==> config.mk <==
export PLATFORM = sky130hd
export DESIGN_NAME = rtufm_top
export DESIGN_NICKNAME = d
export VERILOG_FILES = /design/src/rtufm_pkg.sv /design/src/rtufm_crc.sv /design/src/rtufm_top.sv
export SDC_FILE = /design/constraint.sdc
export NUM_CORES = 1
export LEC_CHECK = 0
export CAP_MARGIN = 40
export CORE_MARGIN = 2
export CORE_UTILIZATION = 42
export DETAILED_ROUTE_END_ITERATION = 8
export DONT_BUFFER_PORTS = 1
export PLACE_DENSITY = 0.53
export SYNTH_ARGS = -nofsm -noshare
export SYNTH_HDL_FRONTEND = slang
export SYNTH_SLANG_ARGS = --single-unit
==> constraint.sdc <==
create_clock -name clk_sys -period 3.75 [get_ports clk_sys]
set_input_delay 0.5625 -clock clk_sys [delete_from_list [all_inputs] [get_ports clk_sys]]
set_output_delay 0.5625 -clock clk_sys [all_outputs]
set_load 0.02 [all_outputs]
==> src/rtufm_pkg.sv <==
package rtufm_pkg;
  localparam int CLK_MHZ = 200;
  localparam int T3_US_2400 = 15000;
  localparam int T3_US_4800 = 10000;
  localparam int T3_US_9600 = 5000;
  localparam int T3_CYC_2400 = T3_US_2400 * CLK_MHZ;
  localparam int T3_CYC_4800 = T3_US_4800 * CLK_MHZ;
  localparam int T3_CYC_9600 = T3_US_9600 * CLK_MHZ;
  localparam int TICK_MS = 100;
  localparam int TICK_CYC = TICK_MS * 1000 * CLK_MHZ;
  localparam int TICKS_PER_S = 1000 / TICK_MS;
  localparam logic [3:0] TXERR_LIMIT = 4'h8;
  localparam logic [7:0] ADDR_BCAST = 8'h00;
  localparam logic [15:0] CRC_INIT = 16'hffff;
  localparam logic [15:0] CRC_POLY_REFL = 16'ha001;
  localparam logic [7:0] ERR_FC = 8'h01;
  localparam logic [7:0] ERR_ADDR = 8'h02;
  localparam logic [7:0] ERR_DATA = 8'h03;
  localparam logic [7:0] ERR_NAK = 8'h07;
  localparam logic [7:0] ERR_CRC = 8'h47;
  localparam logic [7:0] ERR_PARITY = 8'h48;
  localparam logic [7:0] ERR_OTHER = 8'h49;
  localparam logic [7:0] REG_CTRL = 8'h00;
  localparam logic [7:0] REG_TIMING = 8'h04;
  localparam logic [7:0] REG_STATION = 8'h08;
  localparam logic [7:0] REG_STATUS = 8'h0c;
  localparam logic [7:0] REG_CLEAR = 8'h10;
  localparam int CTRL_BAUD_LSB = 0;
  localparam int CTRL_ACT_LSB = 2;
  localparam int CTRL_RUN_BIT = 4;
  localparam int CTRL_CMD_BIT = 5;
  localparam int TIM_DELAY_LSB = 0;
  localparam int TIM_DISC_LSB = 16;
  localparam int STAT_CODE_LSB = 0;
  localparam int STAT_CNT_LSB = 8;
  localparam int STAT_CE_BIT = 16;
  localparam int STAT_DISC_BIT = 17;
  localparam int STAT_STOP_BIT = 18;
  localparam int STAT_TRIP_BIT = 19;
  localparam int STAT_HOLD_BIT = 20;
  localparam logic [1:0] RST_BAUD = 2'h2;
  localparam logic [1:0] RST_ACT = 2'h0;
  localparam logic [9:0] RST_DELAY = 10'h000;
  localparam logic [5:0] RST_DISC = 6'h00;
  localparam logic [7:0] RST_STATION = 8'h01;
  localparam logic [1:0] ACT_STOP = 2'h0;
  localparam logic [1:0] ACT_DELAY_STOP = 2'h1;
  localparam logic [1:0] ACT_DELAY_TRIP = 2'h2;
  localparam logic [1:0] ACT_CONTINUE = 2'h3;

  typedef enum logic [1:0] {
    ST_SYNC = 2'b00,
    ST_IDLE = 2'b01,
    ST_RECV = 2'b10,
    ST_RESP = 2'b11
  } rtufm_state_t;

  typedef enum logic [1:0] {
    TX_DATA = 2'b00,
    TX_CRCLO = 2'b01,
    TX_CRCHI = 2'b10,
    TX_DONE = 2'b11
  } rtufm_txph_t;

  typedef struct packed {
    logic [7:0] data;
    logic parity_err;
    logic frame_err;
    logic overrun_err;
  } rtufm_rxch_t;

  typedef struct packed {
    logic good;
    logic bcast;
    logic addressed;
    logic trans_err;
    logic [7:0] code;
  } rtufm_frm_t;
endpackage : rtufm_pkg

==> src/rtufm_crc.sv <==
`timescale 1ns/1ps
module rtufm_crc import rtufm_pkg::*; (
  // Clock and reset
  input wire logic clk_sys,
  input wire logic resetn,
  // Byte stream
  input wire logic init,
  input wire logic en,
  input wire logic [7:0] data,
  // Running check value
  output logic [15:0] crc
);
  function automatic logic [15:0] rtufm_crc_byte(input logic [15:0] c, input logic [7:0] d);
    logic [15:0] r;
    r = c ^ {8'h00, d};
    for (int i = 0; i < 8; i++) begin
      r = r[0] ? ((r >> 1) ^ CRC_POLY_REFL) : (r >> 1);
    end
    return r;
  endfunction : rtufm_crc_byte

  logic [15:0] crc_reg;
  logic [15:0] crc_next;
  wire [15:0] crc_base = init ? CRC_INIT : crc_reg;

  assign crc_next = en ? rtufm_crc_byte(crc_base, data) : crc_base;
  assign crc = crc_reg;

  always_ff @(posedge clk_sys or negedge resetn) begin
    if (!resetn) crc_reg <= CRC_INIT;
    else crc_reg <= crc_next;
  end
endmodule : rtufm_crc

==> src/rtufm_top.sv <==
`timescale 1ns/1ps
module rtufm_top import rtufm_pkg::*; #(
  parameter int T3_2400_CYC = T3_CYC_2400,
  parameter int T3_4800_CYC = T3_CYC_4800,
  parameter int T3_9600_CYC = T3_CYC_9600,
  parameter int TICK_LEN_CYC = TICK_CYC
) (
  // Clock and reset
  input wire logic clk_sys,
  input wire logic resetn,
  // Register port
  input wire logic [7:0] reg_addr,
  input wire logic [31:0] reg_wdata,
  input wire logic reg_wr,
  input wire logic reg_rd,
  output logic [31:0] reg_rdata,
  // Received characters from the serial receiver
  input wire logic rx_valid,
  input wire rtufm_rxch_t rx_char,
  // Frame bytes to the query decoder
  output logic rxo_valid,
  output logic [7:0] rxo_data,
  output logic rxo_first,
  // Frame verdict
  output logic frm_done,
  output rtufm_frm_t frm,
  output logic resp_allow,
  // Logical error report from the decoder
  input wire logic lerr_valid,
  input wire logic [7:0] lerr_code,
  // Response bytes in
  input wire logic tx_in_valid,
  input wire logic [7:0] tx_in_data,
  input wire logic tx_in_last,
  output logic tx_in_ready,
  // Bytes to the serial transmitter
  output logic tx_out_valid,
  output logic [7:0] tx_out_data,
  input wire logic tx_out_ready,
  // Error actions
  output logic comm_err,
  output logic disconnected,
  output logic stop_force,
  output logic trip,
  output logic hold_cmd
);
  rtufm_state_t st_reg, st_next;
  rtufm_txph_t ph_reg, ph_next;
  logic [23:0] gap_reg;
  logic [24:0] pre_reg;
  logic tick_reg;
  logic [1:0] baud_reg, act_reg;
  logic run_reg, cmd_reg;
  logic [9:0] delay_reg;
  logic [5:0] disc_time_reg;
  logic [7:0] station_reg, addr_reg, code_reg;
  logic perr_reg, oerr_reg, seen_reg, fired_reg;
  logic [3:0] cnt_reg;
  logic [9:0] disc_cnt_reg, act_cnt_reg;
  logic act_run_reg;
  logic [15:0] crc_rx, crc_tx;
  logic txv_next;
  logic [7:0] txd_next;
  logic [31:0] rd_mux;
  logic comm_err_reg, disc_reg, stop_reg, trip_reg, hold_reg;
  logic rxo_valid_reg, rxo_first_reg, frm_done_reg, resp_allow_reg;
  logic [7:0] rxo_data_reg, tx_out_data_reg;
  logic tx_in_ready_reg, tx_out_valid_reg;
  logic [31:0] reg_rdata_reg;
  rtufm_frm_t frm_reg;

  // Register decode
  wire wr_ctrl = reg_wr && (reg_addr == REG_CTRL);
  wire wr_timing = reg_wr && (reg_addr == REG_TIMING);
  wire wr_station = reg_wr && (reg_addr == REG_STATION);
  wire wr_clear = reg_wr && (reg_addr == REG_CLEAR) && reg_wdata[0];

  wire [23:0] t3_cyc = (baud_reg == 2'h0) ? 24'(T3_2400_CYC) :
                       (baud_reg == 2'h1) ? 24'(T3_4800_CYC) : 24'(T3_9600_CYC);
  wire gap_hit = (gap_reg >= t3_cyc);
  wire in_frame = (st_reg == ST_IDLE) || (st_reg == ST_RECV);
  wire take_char = rx_valid && in_frame;

  wire close = (st_reg == ST_RECV) && gap_hit && !rx_valid;
  wire addressed = (addr_reg == station_reg);
  wire bcast = (addr_reg == ADDR_BCAST);
  wire crc_ok = (crc_rx == 16'h0000);
  wire chr_err = perr_reg || oerr_reg;
  wire good = close && !chr_err && crc_ok;
  wire trans_evt = close && (chr_err || (!crc_ok && addressed));
  wire [7:0] trans_code = perr_reg ? ERR_PARITY : (oerr_reg ? ERR_OTHER : ERR_CRC);
  wire resp_ok = good && addressed && !bcast;
  wire ce_cnt = trans_evt && (cnt_reg == TXERR_LIMIT - 4'h1);

  wire disc_cond = run_reg && cmd_reg && seen_reg && !good;
  wire [9:0] disc_target = {4'h0, disc_time_reg} * 10'(TICKS_PER_S);
  wire disc_fire = disc_cond && (disc_time_reg != 6'h00) && !fired_reg &&
                   (disc_cnt_reg == disc_target);
  wire ce_evt = ce_cnt || disc_fire;
  wire act_exp = act_run_reg && (act_cnt_reg >= delay_reg);

  wire stop_set = (ce_evt && (act_reg == ACT_STOP)) ||
                  (act_exp && (act_reg == ACT_DELAY_STOP));
  wire trip_set = act_exp && (act_reg == ACT_DELAY_TRIP) && comm_err_reg && !good;

  // Transmit handshake terms
  wire tx_take = tx_in_valid && tx_in_ready_reg;
  wire out_free = !tx_out_valid_reg || tx_out_ready;

  rtufm_crc u_crc_rx (
    .clk_sys(clk_sys),
    .resetn(resetn),
    .init(st_reg == ST_IDLE),
    .en(take_char),
    .data(rx_char.data),
    .crc(crc_rx)
  );

  rtufm_crc u_crc_tx (
    .clk_sys(clk_sys),
    .resetn(resetn),
    .init(st_reg != ST_RESP),
    .en(tx_take),
    .data(tx_in_data),
    .crc(crc_tx)
  );

  always_comb begin
    st_next = st_reg;
    case (st_reg)
      ST_SYNC: if (gap_hit && !rx_valid) st_next = ST_IDLE;
      ST_IDLE: if (rx_valid) st_next = ST_RECV;
      ST_RECV: if (close) st_next = resp_ok ? ST_RESP : ST_IDLE;
      ST_RESP: if (ph_reg == TX_DONE && out_free) st_next = ST_IDLE;
      default: st_next = ST_SYNC;
    endcase
  end

  always_comb begin
    ph_next = ph_reg;
    txv_next = tx_out_valid_reg;
    txd_next = tx_out_data_reg;
    if (st_reg != ST_RESP) begin
      ph_next = TX_DATA;
      txv_next = 1'b0;
    end else if (tx_take) begin
      txv_next = 1'b1;
      txd_next = tx_in_data;
      if (tx_in_last) ph_next = TX_CRCLO;
    end else if (out_free) begin
      case (ph_reg)
        TX_CRCLO: begin
          txv_next = 1'b1;
          txd_next = crc_tx[7:0];
          ph_next = TX_CRCHI;
        end
        TX_CRCHI: begin
          txv_next = 1'b1;
          txd_next = crc_tx[15:8];
          ph_next = TX_DONE;
        end
        default: txv_next = 1'b0;
      endcase
    end
  end

  // Read mux
  always_comb begin
    rd_mux = 32'h0000_0000;
    case (reg_addr)
      REG_CTRL: begin
        rd_mux[CTRL_BAUD_LSB +: 2] = baud_reg;
        rd_mux[CTRL_ACT_LSB +: 2] = act_reg;
        rd_mux[CTRL_RUN_BIT] = run_reg;
        rd_mux[CTRL_CMD_BIT] = cmd_reg;
      end
      REG_TIMING: begin
        rd_mux[TIM_DELAY_LSB +: 10] = delay_reg;
        rd_mux[TIM_DISC_LSB +: 6] = disc_time_reg;
      end
      REG_STATION: rd_mux[7:0] = station_reg;
      REG_STATUS: begin
        rd_mux[STAT_CODE_LSB +: 8] = code_reg;
        rd_mux[STAT_CNT_LSB +: 4] = cnt_reg;
        rd_mux[STAT_CE_BIT] = comm_err_reg;
        rd_mux[STAT_DISC_BIT] = disc_reg;
        rd_mux[STAT_STOP_BIT] = stop_reg;
        rd_mux[STAT_TRIP_BIT] = trip_reg;
        rd_mux[STAT_HOLD_BIT] = hold_reg;
      end
      default: rd_mux = 32'h0000_0000;
    endcase
  end

  // Software registers
  always_ff @(posedge clk_sys or negedge resetn) begin
    if (!resetn) begin
      baud_reg <= RST_BAUD;
      act_reg <= RST_ACT;
      run_reg <= 1'b0;
      cmd_reg <= 1'b0;
      delay_reg <= RST_DELAY;
      disc_time_reg <= RST_DISC;
      station_reg <= RST_STATION;
      reg_rdata_reg <= 32'h0000_0000;
    end else begin
      if (wr_ctrl) begin
        baud_reg <= reg_wdata[CTRL_BAUD_LSB +: 2];
        act_reg <= reg_wdata[CTRL_ACT_LSB +: 2];
        run_reg <= reg_wdata[CTRL_RUN_BIT];
        cmd_reg <= reg_wdata[CTRL_CMD_BIT];
      end
      if (wr_timing) begin
        delay_reg <= reg_wdata[TIM_DELAY_LSB +: 10];
        disc_time_reg <= reg_wdata[TIM_DISC_LSB +: 6];
      end
      if (wr_station) station_reg <= reg_wdata[7:0];
      reg_rdata_reg <= reg_rd ? rd_mux : 32'h0000_0000;
    end
  end

  // Framing, gap and tick timers
  always_ff @(posedge clk_sys or negedge resetn) begin
    if (!resetn) begin
      st_reg <= ST_SYNC;
      gap_reg <= 24'h00_0000;
      pre_reg <= 25'h000_0000;
      tick_reg <= 1'b0;
      addr_reg <= 8'h00;
      perr_reg <= 1'b0;
      oerr_reg <= 1'b0;
    end else begin
      st_reg <= st_next;
      if (rx_valid) gap_reg <= 24'h00_0000;
      else if (!gap_hit) gap_reg <= gap_reg + 24'h00_0001;
      tick_reg <= (pre_reg == 25'(TICK_LEN_CYC - 1));
      pre_reg <= (pre_reg == 25'(TICK_LEN_CYC - 1)) ? 25'h000_0000 : pre_reg + 25'h000_0001;
      if (take_char && st_reg == ST_IDLE) begin
        addr_reg <= rx_char.data;
        perr_reg <= rx_char.parity_err;
        oerr_reg <= rx_char.frame_err || rx_char.overrun_err;
      end else if (take_char) begin
        perr_reg <= perr_reg || rx_char.parity_err;
        oerr_reg <= oerr_reg || rx_char.frame_err || rx_char.overrun_err;
      end
    end
  end

  // Error counting and disconnection
  always_ff @(posedge clk_sys or negedge resetn) begin
    if (!resetn) begin
      cnt_reg <= 4'h0;
      code_reg <= 8'h00;
      seen_reg <= 1'b0;
      fired_reg <= 1'b0;
      disc_cnt_reg <= 10'h000;
      disc_reg <= 1'b0;
    end else begin
      if (good) cnt_reg <= 4'h0;
      else if (trans_evt && cnt_reg != TXERR_LIMIT) cnt_reg <= cnt_reg + 4'h1;
      if (trans_evt) code_reg <= trans_code;
      else if (lerr_valid) code_reg <= lerr_code;
      if (good) seen_reg <= 1'b1;
      if (!disc_cond) disc_cnt_reg <= 10'h000;
      else if (tick_reg && disc_cnt_reg != disc_target) disc_cnt_reg <= disc_cnt_reg + 10'h001;
      fired_reg <= disc_cond && (fired_reg || disc_fire);
      disc_reg <= disc_cond;
    end
  end

  // Error actions
  always_ff @(posedge clk_sys or negedge resetn) begin
    if (!resetn) begin
      comm_err_reg <= 1'b0;
      act_run_reg <= 1'b0;
      act_cnt_reg <= 10'h000;
      stop_reg <= 1'b0;
      trip_reg <= 1'b0;
      hold_reg <= 1'b0;
    end else begin
      comm_err_reg <= ce_evt || (comm_err_reg && !good);
      if (ce_evt) begin
        act_run_reg <= (act_reg == ACT_DELAY_STOP) || (act_reg == ACT_DELAY_TRIP);
        act_cnt_reg <= 10'h000;
      end else begin
        if (act_exp || (good && act_reg == ACT_DELAY_TRIP)) act_run_reg <= 1'b0;
        if (act_run_reg && tick_reg) act_cnt_reg <= act_cnt_reg + 10'h001;
      end
      stop_reg <= stop_set || (stop_reg && !wr_clear);
      trip_reg <= trip_set || (trip_reg && !wr_clear);
      hold_reg <= (ce_evt && act_reg != ACT_STOP) || (hold_reg && !good);
    end
  end

  // Output stage
  always_ff @(posedge clk_sys or negedge resetn) begin
    if (!resetn) begin
      ph_reg <= TX_DATA;
      rxo_valid_reg <= 1'b0;
      rxo_data_reg <= 8'h00;
      rxo_first_reg <= 1'b0;
      frm_done_reg <= 1'b0;
      frm_reg <= '0;
      resp_allow_reg <= 1'b0;
      tx_in_ready_reg <= 1'b0;
      tx_out_valid_reg <= 1'b0;
      tx_out_data_reg <= 8'h00;
    end else begin
      ph_reg <= ph_next;
      rxo_valid_reg <= take_char;
      rxo_data_reg <= rx_char.data;
      rxo_first_reg <= take_char && (st_reg == ST_IDLE);
      frm_done_reg <= close;
      frm_reg <= '{good: good, bcast: bcast, addressed: addressed,
                   trans_err: trans_evt, code: trans_code};
      resp_allow_reg <= (st_next == ST_RESP);
      tx_in_ready_reg <= (st_next == ST_RESP) && (ph_next == TX_DATA) && !tx_take && out_free;
      tx_out_valid_reg <= txv_next;
      tx_out_data_reg <= txd_next;
    end
  end

  assign reg_rdata = reg_rdata_reg;
  assign rxo_valid = rxo_valid_reg;
  assign rxo_data = rxo_data_reg;
  assign rxo_first = rxo_first_reg;
  assign frm_done = frm_done_reg;
  assign frm = frm_reg;
  assign resp_allow = resp_allow_reg;
  assign tx_in_ready = tx_in_ready_reg;
  assign tx_out_valid = tx_out_valid_reg;
  assign tx_out_data = tx_out_data_reg;
  assign comm_err = comm_err_reg;
  assign disconnected = disc_reg;
  assign stop_force = stop_reg;
  assign trip = trip_reg;
  assign hold_cmd = hold_reg;
endmodule : rtufm_top

# Word-level counts from Yosys, hierarchy flattened
# Index checks and enable logic that the tools add are counted.
[word_totals] regBits=221 input_bits=76 wordCells=248
[classes] add_sub_neg=5 mul=1 magnitude_cmp=2 n_eq_ne=23 muxes=66 bitwise=19 reduce_logical=89
[ops] op="two-way mux 16 bit" count=20
[ops] op="two-way mux 24 bit" count=2
[ops] op="inverter 2 -> 3 bit" count=16
[ops] op="logical AND 1 bit" count=44
[ops] op="two-way mux 22 bit" count=2
[ops] op="two-way mux 10 bit" count=4
[ops] op="two-way mux 8 bit" count=4
[ops] op="bitwise XOR 16 x 8 -> 16 bit" count=2
[ops] op="adder 25 x 1 -> 25 bit (second input constant)" count=1
[ops] op="equality test 25 bit (second input constant)" count=1
[ops] op="two-way mux 25 bit" count=1
[ops] op="adder 24 x 1 -> 24 bit (second input constant)" count=1
[ops] op=">= comparator 24 x 22 -> 1 bit" count=1
[ops] op="case mux 6 bit (4 select lines)" count=1
[ops] op="two-way mux 21 bit" count=1
[ops] op="adder 10 x 1 -> 10 bit (second input constant)" count=2
[ops] op="two-way mux 2 bit" count=10
[ops] op="logical OR 1 bit" count=17
[ops] op="equality test 8 x 4 -> 1 bit (second input constant)" count=2
[ops] op="logical NOT 16 bit" count=1
[ops] op="logical NOT 8 bit" count=2
[ops] op="two-way mux 4 bit" count=4
[ops] op="case mux 8 bit (2 select lines)" count=1
[ops] op="nonzero test 2 bit" count=7
[ops] op="26 further kinds" count=58

# Longest topological paths before layout
# Gate-level depths: netlist of the first run.
[logic_depth] ltp_word=20 ltp_mapped=13 mapped_depth_nobuf=12

# By module
# Synthesis of the first run repeated with hierarchy kept, for this count alone.
[hier_totals] cells_unflattened=1078 area_unflattened_um2=11274.6
[modules_own_cells] module="rtufm_top" n_inst=1 cells_per_inst=850 area_each_um2=9152.5 seq_area_each_um2=4556.9
[modules_own_cells] module="rtufm_crc" n_inst=2 cells_per_inst=114 area_each_um2=1061.0 seq_area_each_um2=420.4

# Worst setup path before layout of the first run
# No wires, ideal clock.
[synth_timing] path_kind="register to register" startpoint="reg disc_time_reg[1]" endpoint="reg act_run_reg" setup_ns=0.128 arrival_ns=3.233 setup_slack_ns=0.390 stages_incl_launch_ff=13 n_path_buf=0 synth_period_minus_slack_ns=3.360 path_cell_list="dfrtp_1 > ha_1 > ha_1 > inv_1 > fa_1 > xor2_1 > xnor2_1 > or4_1 > nor4b_1 > nand2_1 > a21o_1 > o31ai_4 > mux2_1"
[synth_between] elab_chain_len=6 elab_cells_between_ends=9
[synth_rtl] item="start, declared" line_no="rtufm_top.sv:55" text="logic [5:0] disc_time_reg;"
[synth_rtl] item="start signal, assigned" line_no="rtufm_top.sv:215" text="disc_time_reg <= reg_wdata[TIM_DISC_LSB +: 6];"
[synth_rtl] item="branches (longest 3 deep; another with multiplier 6 x 3 -> 9 bit)"
[synth_rtl] item="logical AND 1 bit (*)" line_no="rtufm_top.sv:97" text="wire disc_fire = disc_cond && (disc_time_reg != 6'h00) && !fired_reg &&"
[synth_rtl] item="logical OR 1 bit (*)" line_no="rtufm_top.sv:99" text="wire ce_evt = ce_cnt || disc_fire;"
[synth_rtl] item="two-way mux 1 bit or nonzero test 2 bit (tied branches)"
[synth_rtl] item="end signal, assigned" line_no="rtufm_top.sv:283" text="act_run_reg <= (act_reg == ACT_DELAY_STOP) || (act_reg == ACT_DELAY_TRIP);"
[synth_rtl] item="end, declared" line_no="rtufm_top.sv:60" text="logic act_run_reg;"
# Mark *: on every way between the ends.
# A chain may end at the register's enable or synchronous reset.

# Worst setup path in the final report of the first run
[layout_timing] startpoint="reg disc_time_reg[3]" endpoint="reg stop_reg, in the netlist stop_force"
[layout_between] elab_chain_len=8 elab_cells_between_ends=10
[layout_rtl] item="branches (longest 3 deep; another with multiplier 6 x 3 -> 9 bit)"
[layout_rtl] item="logical AND 1 bit (*)" line_no="rtufm_top.sv:97"
[layout_rtl] item="logical OR 1 bit (*)" line_no="rtufm_top.sv:99"
[layout_rtl] item="logical AND 1 bit (*)" line_no="rtufm_top.sv:102" text="wire stop_set = (ce_evt && (act_reg == ACT_STOP)) ||"
[layout_rtl] item="logical OR 1 bit (*)" line_no="rtufm_top.sv:102"
[layout_rtl] item="logical OR 1 bit (*)" line_no="rtufm_top.sv:289" text="stop_reg <= stop_set || (stop_reg && !wr_clear);"
[layout_rtl] item="end signal, assigned" line_no="rtufm_top.sv:289"
[layout_rtl] item="end, declared" line_no="rtufm_top.sv:65" text="logic comm_err_reg, disc_reg, stop_reg, trip_reg, hold_reg;"
# Marked as above.

==> results of run 1 <==
-- Yosys cell counts, types with 4 or more instances --
cell	n	area, µm²
dfrtp_1	180	4500
buf_2	5	25.0
a21o_1	4	30.0
buf_4	18	135
a211oi_1	8	60.1
nor2_1	122	458
nand2_1	75	282
a22oi_1	4	30.0
nor4_1	8	50.1
ha_1	39	488
clkbuf_1	30	113
and3_1	21	131
a31oi_1	4	25.0
inv_1	48	180
o211ai_1	4	30.0
and4_1	9	78.8
mux2i_1	26	260
nand3_1	50	250
dfstp_2	34	893
a32oi_1	4	35.0
nand2b_1	9	56.3
mux2_2	35	394
buf_1	4	15.0
a21oi_1	32	160
or3_1	10	62.6
or4_1	4	30.0
nand4_1	17	106
mux2_1	4	45.0
xnor2_1	53	464
o21ai_0	39	195
mux4_2	6	135
nor2b_1	9	56.3
and2_1	10	62.6
or2_2	4	25.0
xor2_1	72	631
nor3_1	8	40.0
-- stage by stage --
stage	instance area (µm²)	utilization (%)	power, mW
finish	12300	47.3	6.17
global route	12300	47.3	6.47
CTS	12300	47.3	6.25
detailed placement	11400	44.0	3.68
global placement	11400	43.9	3.66
floorplan	11100	-	3.51
-- layout make-up --
| type | count | area [µm²] |
|---|---|---|
| Clock buffer | 35 | 743 |
| Clock inverter | 9 | 123 |
| Fill cell | 2448 | 13700 |
| Inverter | 48 | 180 |
| Multi-Input combinational cell | 757 | 5280 |
| Sequential cell | 214 | 5400 |
| Tap cell | 335 | 419 |
| Timing Repair Buffer | 20 | 158 |
-- power by group through the flow --
| stage | sequential, mW | combinational (mW) | clock, mW |
|---|---|---|---|
| 4_1_cts | 2.82 | 0.826 | 2.61 |
| 6_report | 2.82 | 0.827 | 2.52 |
| 3_3_place_gp | 2.86 | 0.804 | 0 |
| 5_1_grt | 2.85 | 0.925 | 2.70 |
| 3_5_place_dp | 2.86 | 0.823 | 0 |
| 2_1_floorplan | 2.78 | 0.724 | 0 |
-- kinds of logic after synthesis --
logic type | Yosys count
AND/OR/NAND/NOR | 376
flip-flops | 214
AO/OA/AOI/OAI | 126
XOR/XNOR | 125
buffers and inverters | 106
multiplexers | 71
adder cells (fa/ha/maj) | 41
other | 2
-- worst paths after layout --
| path | startpoint | end | cells after the start |
|---|---|---|---|
| max | disc_time_reg[3] | stop_force | 13 |
| min | resetn | gap_reg[7] | 0 |
| max reg2reg | disc_time_reg[3] | stop_force | 13 |
| min reg2reg | perr_reg | frm[0] | 1 |
| max in group asynchronous | resetn | u_crc_tx.crc[8] | 0 |
| min in group clk_sys | rx_char[10] | rxo_data[7] | 0 |
-- what timing repair did --
action	CTS	global route
setup endpoints to repair	0	14
resized for setup	0	1
endpoints found under the hold margin	214	214
-- metal layers --
layer | up-vias | part of all wire, %
met5 | - | 0
met2 | 170 | 43
li1 | 3624 | -
met3 | 31 | 6.3
met4 | 0 | 2.1
met1 | 3577 | 48
-- cells in the final DEF (no fill, tap or decap), types with 10 or more instances in the layout --
| cell | synthesis | routed |
|---|---|---|
| nor2_1 | 122 | 122 |
| xnor2_1 | 53 | 53 |
| a21oi_1 | 32 | 32 |
| nand3_1 | 50 | 50 |
| inv_1 | 48 | 48 |
| dfrtp_1 | 180 | 180 |
| dfstp_2 | 34 | 34 |
| and2_1 | 10 | 10 |
| ha_1 | 39 | 39 |
| xor2_1 | 72 | 72 |
| or3_1 | 10 | 10 |
| mux2i_1 | 26 | 26 |
| clkbuf_16 | 0 | 25 |
| nand4_1 | 17 | 17 |
| buf_4 | 18 | 19 |
| and3_1 | 21 | 21 |
| o21ai_0 | 39 | 39 |
| mux2_2 | 35 | 35 |
| conb_1 | 2 | 18 |
| nand2_1 | 75 | 75 |
==> flow_summary.toml, run 1 <==
[status]
status = "complete, but fails checks"
violations = "hold timing"

[worst_setup_path]
required_ps = 4210
cp.arrival_ps = 3910
crit_type = "register to register"
crit_family = "simple AND/OR/NAND/NOR gates"
path_cells = "ha_1 -> ha_1 -> inv_1 -> fa_1 -> xor2_1 -> xnor2_1 -> or4_1 -> nor4b_2 -> nand2_1 -> a21o_1 -> o31ai_4 -> buf_4 -> a221o_1"
rrSetupSlack_ps = 300
end_kind = "register"
cp_slowest_cell = "or4_1"
worst-path-buf-inv = 2
critPathMostFrequentCell = "ha_1"
cpPeakStageDelay_ps = 520
start_kind = "register"
worstPathMaxFanout = 13

[timing]
rsz0062_at_grt = "false"
maxSlewViolCount = 0
period_share_pct = 92.0
timing.final.ws_setup_ps = 300
relSlewSlack_pct = 45.4
skew_ps = 12.7
hold_viol_final = 189
hold_ws_ps = -259
fmax_mhz = 290
finalSetupViolations = 0
tns_ps = 0
fin_crit_ps = 3450
worst_pin_slew_ps = 815

[clock_tree]
cts_setup_buffers = 0
root_buffer = "clkbuf_16"
clock_sinks = 214
clk_pin_slew_ps = 60
clockBufferDepth = 3
cts-htree-levels = 1
cts_inserted_buffers = 25
cts_tree = "built"
clk_latency_ps = 520

[layout]
syn2layout_area_growth_pct = 10.9
num_antenna_cells = 0
nets = 1182
drive_gt1_share_pct = 14.2
fin_cells = 1418
largest_reg_flops = 25

[floorplanning]
start_util_pct = 42.7
dieArea_mm2 = 0.0277
io_pins = 147
num_rows = 59
core_area_mm2 = 0.0260
die_x_um = 166
die_h_um = 166

[grt]
grtUsageMet2_pct = 26.9
grt_use_met1_pct = 27.0
grt_pass1_wl_mm = 41.4
grt_pass1_vias = 7557
grt-ovfl-total = 0
grt_usage_pct = 18.1
grt_busiest_layer = "met1"
antenna_found_initial = 0
grt_max_degree = 215
grtUsageMet3_pct = 4.04

[power]
combPwrFrac_pct = 13.4
ir_drop_mv = 0.346
p_clk_share_pct = 40.9
sw_frac_of_total_pct = 26.5
power_frac_seq_pct = 45.7
intPower_mw = 4.53
power_density_mw_per_mm2 = 501
p_leak_nw = 5.52
p_sw_mw = 1.64

[drt]
via_count = 7402
antenna_left = 0
drt-vias-per-instance = 5.22
post_drt_wl_per_cell_um = 17.4
drt-initial-drc-count = 421
drcViolationCount = 0
firstDrtPassIters = 4
wl_mm = 24.7

[synth]
yosysWarnings = 0
ys_seq_area_share_pct = 48.7
ys.flop_type = "dfrtp_1"
muxShareOfSynthArea_pct = 7.53
synthSimpleGateAreaFrac_pct = 17.2
netlist_instances = 1061
ys_ff_latch = 214
synth_enable_flop_cells = 0
synth-compound-area-share_pct = 7.66
synth_fa_ha_area_share_pct = 4.67
synth_top_family_by_area = "simple AND/OR/NAND/NOR gates"
syn_avg_cell_area_um2 = 10.5
synth_cell_types = 73
syn_area_mm2 = 0.0111
async_reset_ff_share_pct = 100
synth_xor_area_share_pct = 9.87

[placed_design]
place_inst = 1374
pre_cts_ws_ps = 179
port_buffers = 0
place_hpwl_mm = 17.3
gp_congestion = 0.777

[worst_hold_path]
min_path_type = "input pin to asynchronous set/reset pin"

[run]
drv_cap = 0
Note: power is estimated with default switching activity, not from simulation.
==> inputs of run 2 (changes only) <==
--- a/config.mk
+++ b/config.mk
@@ -8,6 +8,7 @@
 export CAP_MARGIN = 40
 export CORE_MARGIN = 2
 export CORE_UTILIZATION = 42
+export CTS_BUF_LIST = sky130_fd_sc_hd__clkbuf_4 sky130_fd_sc_hd__clkbuf_8 sky130_fd_sc_hd__clkbuf_16
 export DETAILED_ROUTE_END_ITERATION = 8
 export DONT_BUFFER_PORTS = 1
 export PLACE_DENSITY = 0.53
==> run 2 against run 1 <==
The flow still finishes with violations (hold timing). Sequential power barely moved. First-iteration DRC count up 5.2%. Flip-flop and latch count unchanged. Via count up 0.36%. Clock power barely moved. Utilization hardly changed. Power grew 0.26%. Sequential share of layout area is essentially flat. Critical endpoint unchanged. Largest cell class unchanged. Clock skew barely moved. Routed wire length rose by 0.16%.
==> flow_summary.toml, run 2 (same netlist as run 1, synthesis figures left out) <==
[status]
status = "complete, but fails checks"
violations = "hold timing"

[power]
power_frac_seq_pct = 45.6
p_leak_nw = 5.53
intPower_mw = 4.55
p_clk_share_pct = 41.1
power_density_mw_per_mm2 = 502
p_sw_mw = 1.64
sw_frac_of_total_pct = 26.5
combPwrFrac_pct = 13.4
ir_drop_mv = 0.346

[clock_tree]
clk_pin_slew_ps = 60
clockBufferDepth = 3
cts-htree-levels = 1
clock_sinks = 214
root_buffer = "clkbuf_16"
clk_latency_ps = 520
cts_tree = "built"
cts_inserted_buffers = 25

[worst_setup_path]
crit_family = "simple AND/OR/NAND/NOR gates"
path_cells = "ha_1 -> ha_1 -> inv_1 -> fa_1 -> xor2_1 -> xnor2_1 -> or4_1 -> nor4b_2 -> nand2_1 -> a21o_1 -> o31ai_4 -> buf_4 -> a221o_1"
worst-path-buf-inv = 2
cpPeakStageDelay_ps = 520
worstPathMaxFanout = 13
critPathMostFrequentCell = "ha_1"
cp_slowest_cell = "or4_1"
end_kind = "register"
crit_type = "register to register"
start_kind = "register"
cp.arrival_ps = 3910
required_ps = 4210

[worst_hold_path]
min_path_type = "input pin to asynchronous set/reset pin"

[timing]
worst_pin_slew_ps = 815
hold_viol_final = 189
relSlewSlack_pct = 45.4
rsz0062_at_grt = "false"
finalSetupViolations = 0
period_share_pct = 92.0
fmax_mhz = 290
tns_ps = 0
maxSlewViolCount = 0
skew_ps = 13.2
hold_ws_ps = -260
fin_crit_ps = 3450

[placed_design]
place_inst = 1374
gp_congestion = 0.777
place_hpwl_mm = 17.3
port_buffers = 0

[run]
drv_cap = 0

[drt]
wl_mm = 24.7
antenna_left = 0
drcViolationCount = 0
firstDrtPassIters = 5
via_count = 7429
post_drt_wl_per_cell_um = 17.4
drt-initial-drc-count = 443
drt-vias-per-instance = 5.24

[layout]
drive_gt1_share_pct = 14.4
final_common_cell = "dfrtp_1"
nets = 1182
fin_cells = 1418
final_cell_mix = "180 x dfrtp_1, 122 x nor2_1, 75 x nand2_1"
syn2layout_area_growth_pct = 11.0
num_antenna_cells = 0
largest_reg_flops = 25

[grt]
grt_max_degree = 215
grt_pass1_vias = 7556
grt_pass1_wl_mm = 41.4
grt-ovfl-total = 0
grt_usage_pct = 18.1
antenna_found_initial = 0

[floorplanning]
start_util_pct = 42.7
dieArea_mm2 = 0.0277
core_area_mm2 = 0.0260
die_x_um = 166
num_rows = 59
io_pins = 147
die_h_um = 166
## run 2: cell counts in the layout (fill, tap and decap cells not counted)
No cell type changed its count.
## run 2: repair_timing
item / 4_1_cts / 5_1_grt
endpoints found under the setup margin: 0 / 14
gates resized for setup: 0 / 1
buffers inserted: 0 / 0
hold endpoints to repair: 214 / 214
## run 2: power by group through the flow
stage               Sequential (mW)  Combinational, mW  Clock (mW)
finish                         2.82              0.827        2.54
global route                   2.85              0.925        2.71
CTS                            2.82              0.826        2.62
global placement               2.86              0.804           0
detailed placement             2.86              0.823           0
floorplan                      2.78              0.724           0
## run 2: cell type report
class / instances / area [µm²]
inverter: 48 / 180
sequential: 214 / 5400
multi-input combinational: 757 / 5280
tap: 335 / 419
fill: 2446 / 13700
timing repair buffer: 20 / 158
clock buffer: 35 / 751
clock inverter: 9 / 123
## run 2: layer usage
metal / wire [µm] / up-vias / global-route usage, %
met2: 10600 / 174 / 26.9
met5: 0 / - / 0
met1: 12000 / 3599 / 27.0
met3: 1590 / 31 / 4.04
li1: - / 3625 / -
met4: 524 / 0 / 4.12
## run 2: stage by stage
stage | setup slack, ps | util (%) | total power [mW] | cell area (µm²)
floorplan | 390 | - | 3.51 | 11100
CTS | 169 | 47.3 | 6.27 | 12300
global route | 66.0 | 47.4 | 6.49 | 12300
detailed placement | 179 | 44.0 | 3.68 | 11400
finish | 299 | 47.4 | 6.18 | 12300
global placement | 221 | 43.9 | 3.66 | 11400
## run 2: worst paths after layout
check,from,to,slack [ps],cells past startpoint
hold / removal,resetn,gap_reg[7],-260,0
setup / recovery,disc_time_reg[3],stop_force,300,13
max in group asynchronous,resetn,u_crc_tx.crc[8],3660,0
hold reg to reg,perr_reg,frm[0],490,1
setup reg to reg,disc_time_reg[3],stop_force,300,13
min in group clk_sys,rx_char[10],rxo_data[7],80,0
==> inputs of run 3 (changes only) <==
--- a/config.mk
+++ b/config.mk
@@ -5,6 +5,8 @@
 export SDC_FILE = /design/constraint.sdc
 export NUM_CORES = 1
 export LEC_CHECK = 0
+export ABC_AREA = 1
+export ABC_CLOCK_PERIOD_IN_PS = 3750
 export CAP_MARGIN = 40
 export CORE_MARGIN = 2
 export CORE_UTILIZATION = 42
==> run 3 against run 2 <==
The run still ends with hold timing left. Global-route usage is 1.6 points higher. Non-clock buffer count decreased by 12. Sequential power about the same. Largest power group unchanged. Critical endpoint is now act_cnt_reg[2].
==> flow_summary.toml, run 3 <==
[status]
status = "complete, but fails checks"
violations = "hold timing"

[clock_tree]
cts_tree = "built"
clk_pin_slew_ps = 60
cts-htree-levels = 1
cts_inserted_buffers = 27
clockBufferDepth = 3
cts_setup_buffers = 0
clock_sinks = 214
cts_resized = 0
root_buffer = "clkbuf_16"
clk_latency_ps = 550

[synth]
async_reset_ff_share_pct = 100
ys_seq_area_share_pct = 47.1
synth_top_cell_area_share_pct = 39.3
syn_avg_cell_area_um2 = 8.32
synthSimpleGateAreaFrac_pct = 23.6
synth_xor_area_share_pct = 4.51
synth-compound-area-share_pct = 10.9
synth_cell_types = 62
synth_enable_flop_cells = 0
ys_top_cells_by_count = "284 x nand2_1, 186 x inv_1, 180 x dfrtp_1, 143 x nor2_1, 84 x o21ai_0"
muxShareOfSynthArea_pct = 0.567
syn_area_mm2 = 0.0115
netlist_instances = 1378
ys_ff_latch = 214
yosysWarnings = 0
ys.flop_type = "dfrtp_1"
synth_fa_ha_area_share_pct = 4.43
synth.area.top_cells = "dfrtp_1 39%, nand2_1 9.3%, dfstp_2 7.8%, inv_1 6.1%, nor2_1 4.7%"
post-synth-top-count-cell = "nand2_1"
synth_top_area_cell = "dfrtp_1"
synth_top_family_by_area = "simple AND/OR/NAND/NOR gates"

[grt]
grt_pass1_wl_mm = 45.8
antenna_found_initial = 0
grt_pass1_vias = 8726
grt-ovfl-total = 0
grt_usage_pct = 19.7
grt_max_degree = 215

[worst_setup_path]
required_ps = 4180
start_kind = "register"
worstPathMaxFanout = 12
rrSetupSlack_ps = 710
cp.arrival_ps = 3470
crit_path_start = "baud_reg[1]"
reg2reg_from = "baud_reg[1]"
end_kind = "register"
crit_type = "register to register"

[placed_design]
port_buffers = 0
gp_congestion = 0.832
place_inst = 1695
place_hpwl_mm = 20.4

[layout]
syn2layout_area_growth_pct = 10.2
num_antenna_cells = 0
fin_cells = 1744
final_cell_mix = "284 x nand2_1, 186 x inv_1, 180 x dfrtp_1"
largest_reg_flops = 25
drive_gt1_share_pct = 10.0
fill_cells = 2656
final_common_cell = "nand2_1"
nets = 1499

[timing]
rsz0062_at_grt = "false"
skew_ps = 13.5
finalSetupViolations = 0
period_share_pct = 81.1
fmax_mhz = 329
worst_pin_slew_ps = 835
relSlewSlack_pct = 44.1
tns_ps = 0
hold_viol_final = 195
fin_crit_ps = 3040
maxSlewViolCount = 0
hold_ws_ps = -286

[drt]
firstDrtPassIters = 5
wl_mm = 27.8
drt-vias-per-instance = 5.06
drt-initial-drc-count = 523
antenna_left = 0
post_drt_wl_per_cell_um = 15.9
drcViolationCount = 0
via_count = 8823

[floorplanning]
num_rows = 60
dieArea_mm2 = 0.0286
die_h_um = 169
core_area_mm2 = 0.0269
start_util_pct = 42.7
io_pins = 147
die_x_um = 169

[power]
p_total_mw = 6.50
power_density_mw_per_mm2 = 515
p_leak_nw = 5.86
ir_drop_mv = 0.328

[run]
drv_cap = 0

[worst_hold_path]
min_path_type = "input pin to asynchronous set/reset pin"
-- run 3: changes by cell type after synthesis, sizes merged, moves of 12 or more --
cell,before,now
o211ai,4,17
mux2i,26,2
xor2,72,40
and3,21,3
nand4,17,29
nand2,75,294
nor3,8,33
a21oi,32,61
inv,48,191
mux2,39,4
o21ai,39,89
xnor2,53,19
nor2,122,151
-- run 3: per-layer routing --
metal	up-vias	global-route usage, %	share of wire [%]
li1	4472	-	-
met1	4154	27.6	47
met2	162	32.3	46
met3	35	3.47	4.7
met4	0	4.12	1.8
met5	-	0	0
-- run 3: layout make-up --
| class | count | area, µm² | area share (%) |
|---|---|---|---|
| clock buffers | 44 | 841 | 6.66 |
| clock inverters | 5 | 68.8 | 0.545 |
| inverters | 192 | 733 | 5.80 |
| multi-input cells | 940 | 5110 | 40.4 |
| flip-flops and latches | 214 | 5400 | 42.7 |
| well taps | 341 | 427 | 3.38 |
| repair buffers | 8 | 57.6 | 0.456 |
-- run 3: through the flow --
step	setup slack, ps	util (%)	instance area (µm²)
floorplan	1230	-	11500
global placement	671	43.6	11700
detailed placement	676	43.6	11700
CTS	675	47.0	12600
global route	407	47.0	12600
finish	709	47.0	12600
-- run 3: power breakdown --
| part | total, mW | switching (mW) | internal [mW] |
|---|---|---|---|
| registers | 2.81 | 0.206 | 2.61 |
| logic | 1.08 | 0.685 | 0.398 |
| clock network | 2.60 | 1.00 | 1.60 |
| total | 6.50 | 1.89 | 4.61 |
-- run 3: logic make-up (layout without fill, tap and decap cells) --
family,after synthesis,in the layout
fa+ha+maj,40,40
flops,214,214
mux,6,6
xor+xnor,59,59
buf+inv,240,249
other cells,2,18
compound gates,215,215
simple gates,602,602
-- run 3: final timing paths --
| check | end | cells past startpoint |
|---|---|---|
| min in group clk_sys | rxo_data[7] | 0 |
| min | frm[6] | 0 |
| max in group asynchronous | u_crc_tx.crc[3] | 0 |
| max reg2reg | act_cnt_reg[2] | 21 |
| max | act_cnt_reg[2] | 21 |
| min reg2reg | seen_reg | 2 |
-- run 3: worst max-delay path, cell delays in order, from the launching register on --
cell and delay, ps:
dfstp_2 680, inv_8 70, nand2_4 90, ha_1 230, nand2_1 50, inv_1 40, nand3_1 50, nand2_1 50
nand2_1 80, nor2_1 40, nand2_1 70, nand3_2 80, nor2_4 280, nor2_4 120, nand3_4 130, nand2_4 80
inv_2 210, nand2_2 90, nand2_2 230, inv_1 130, nand2_1 80, nor2_1 40
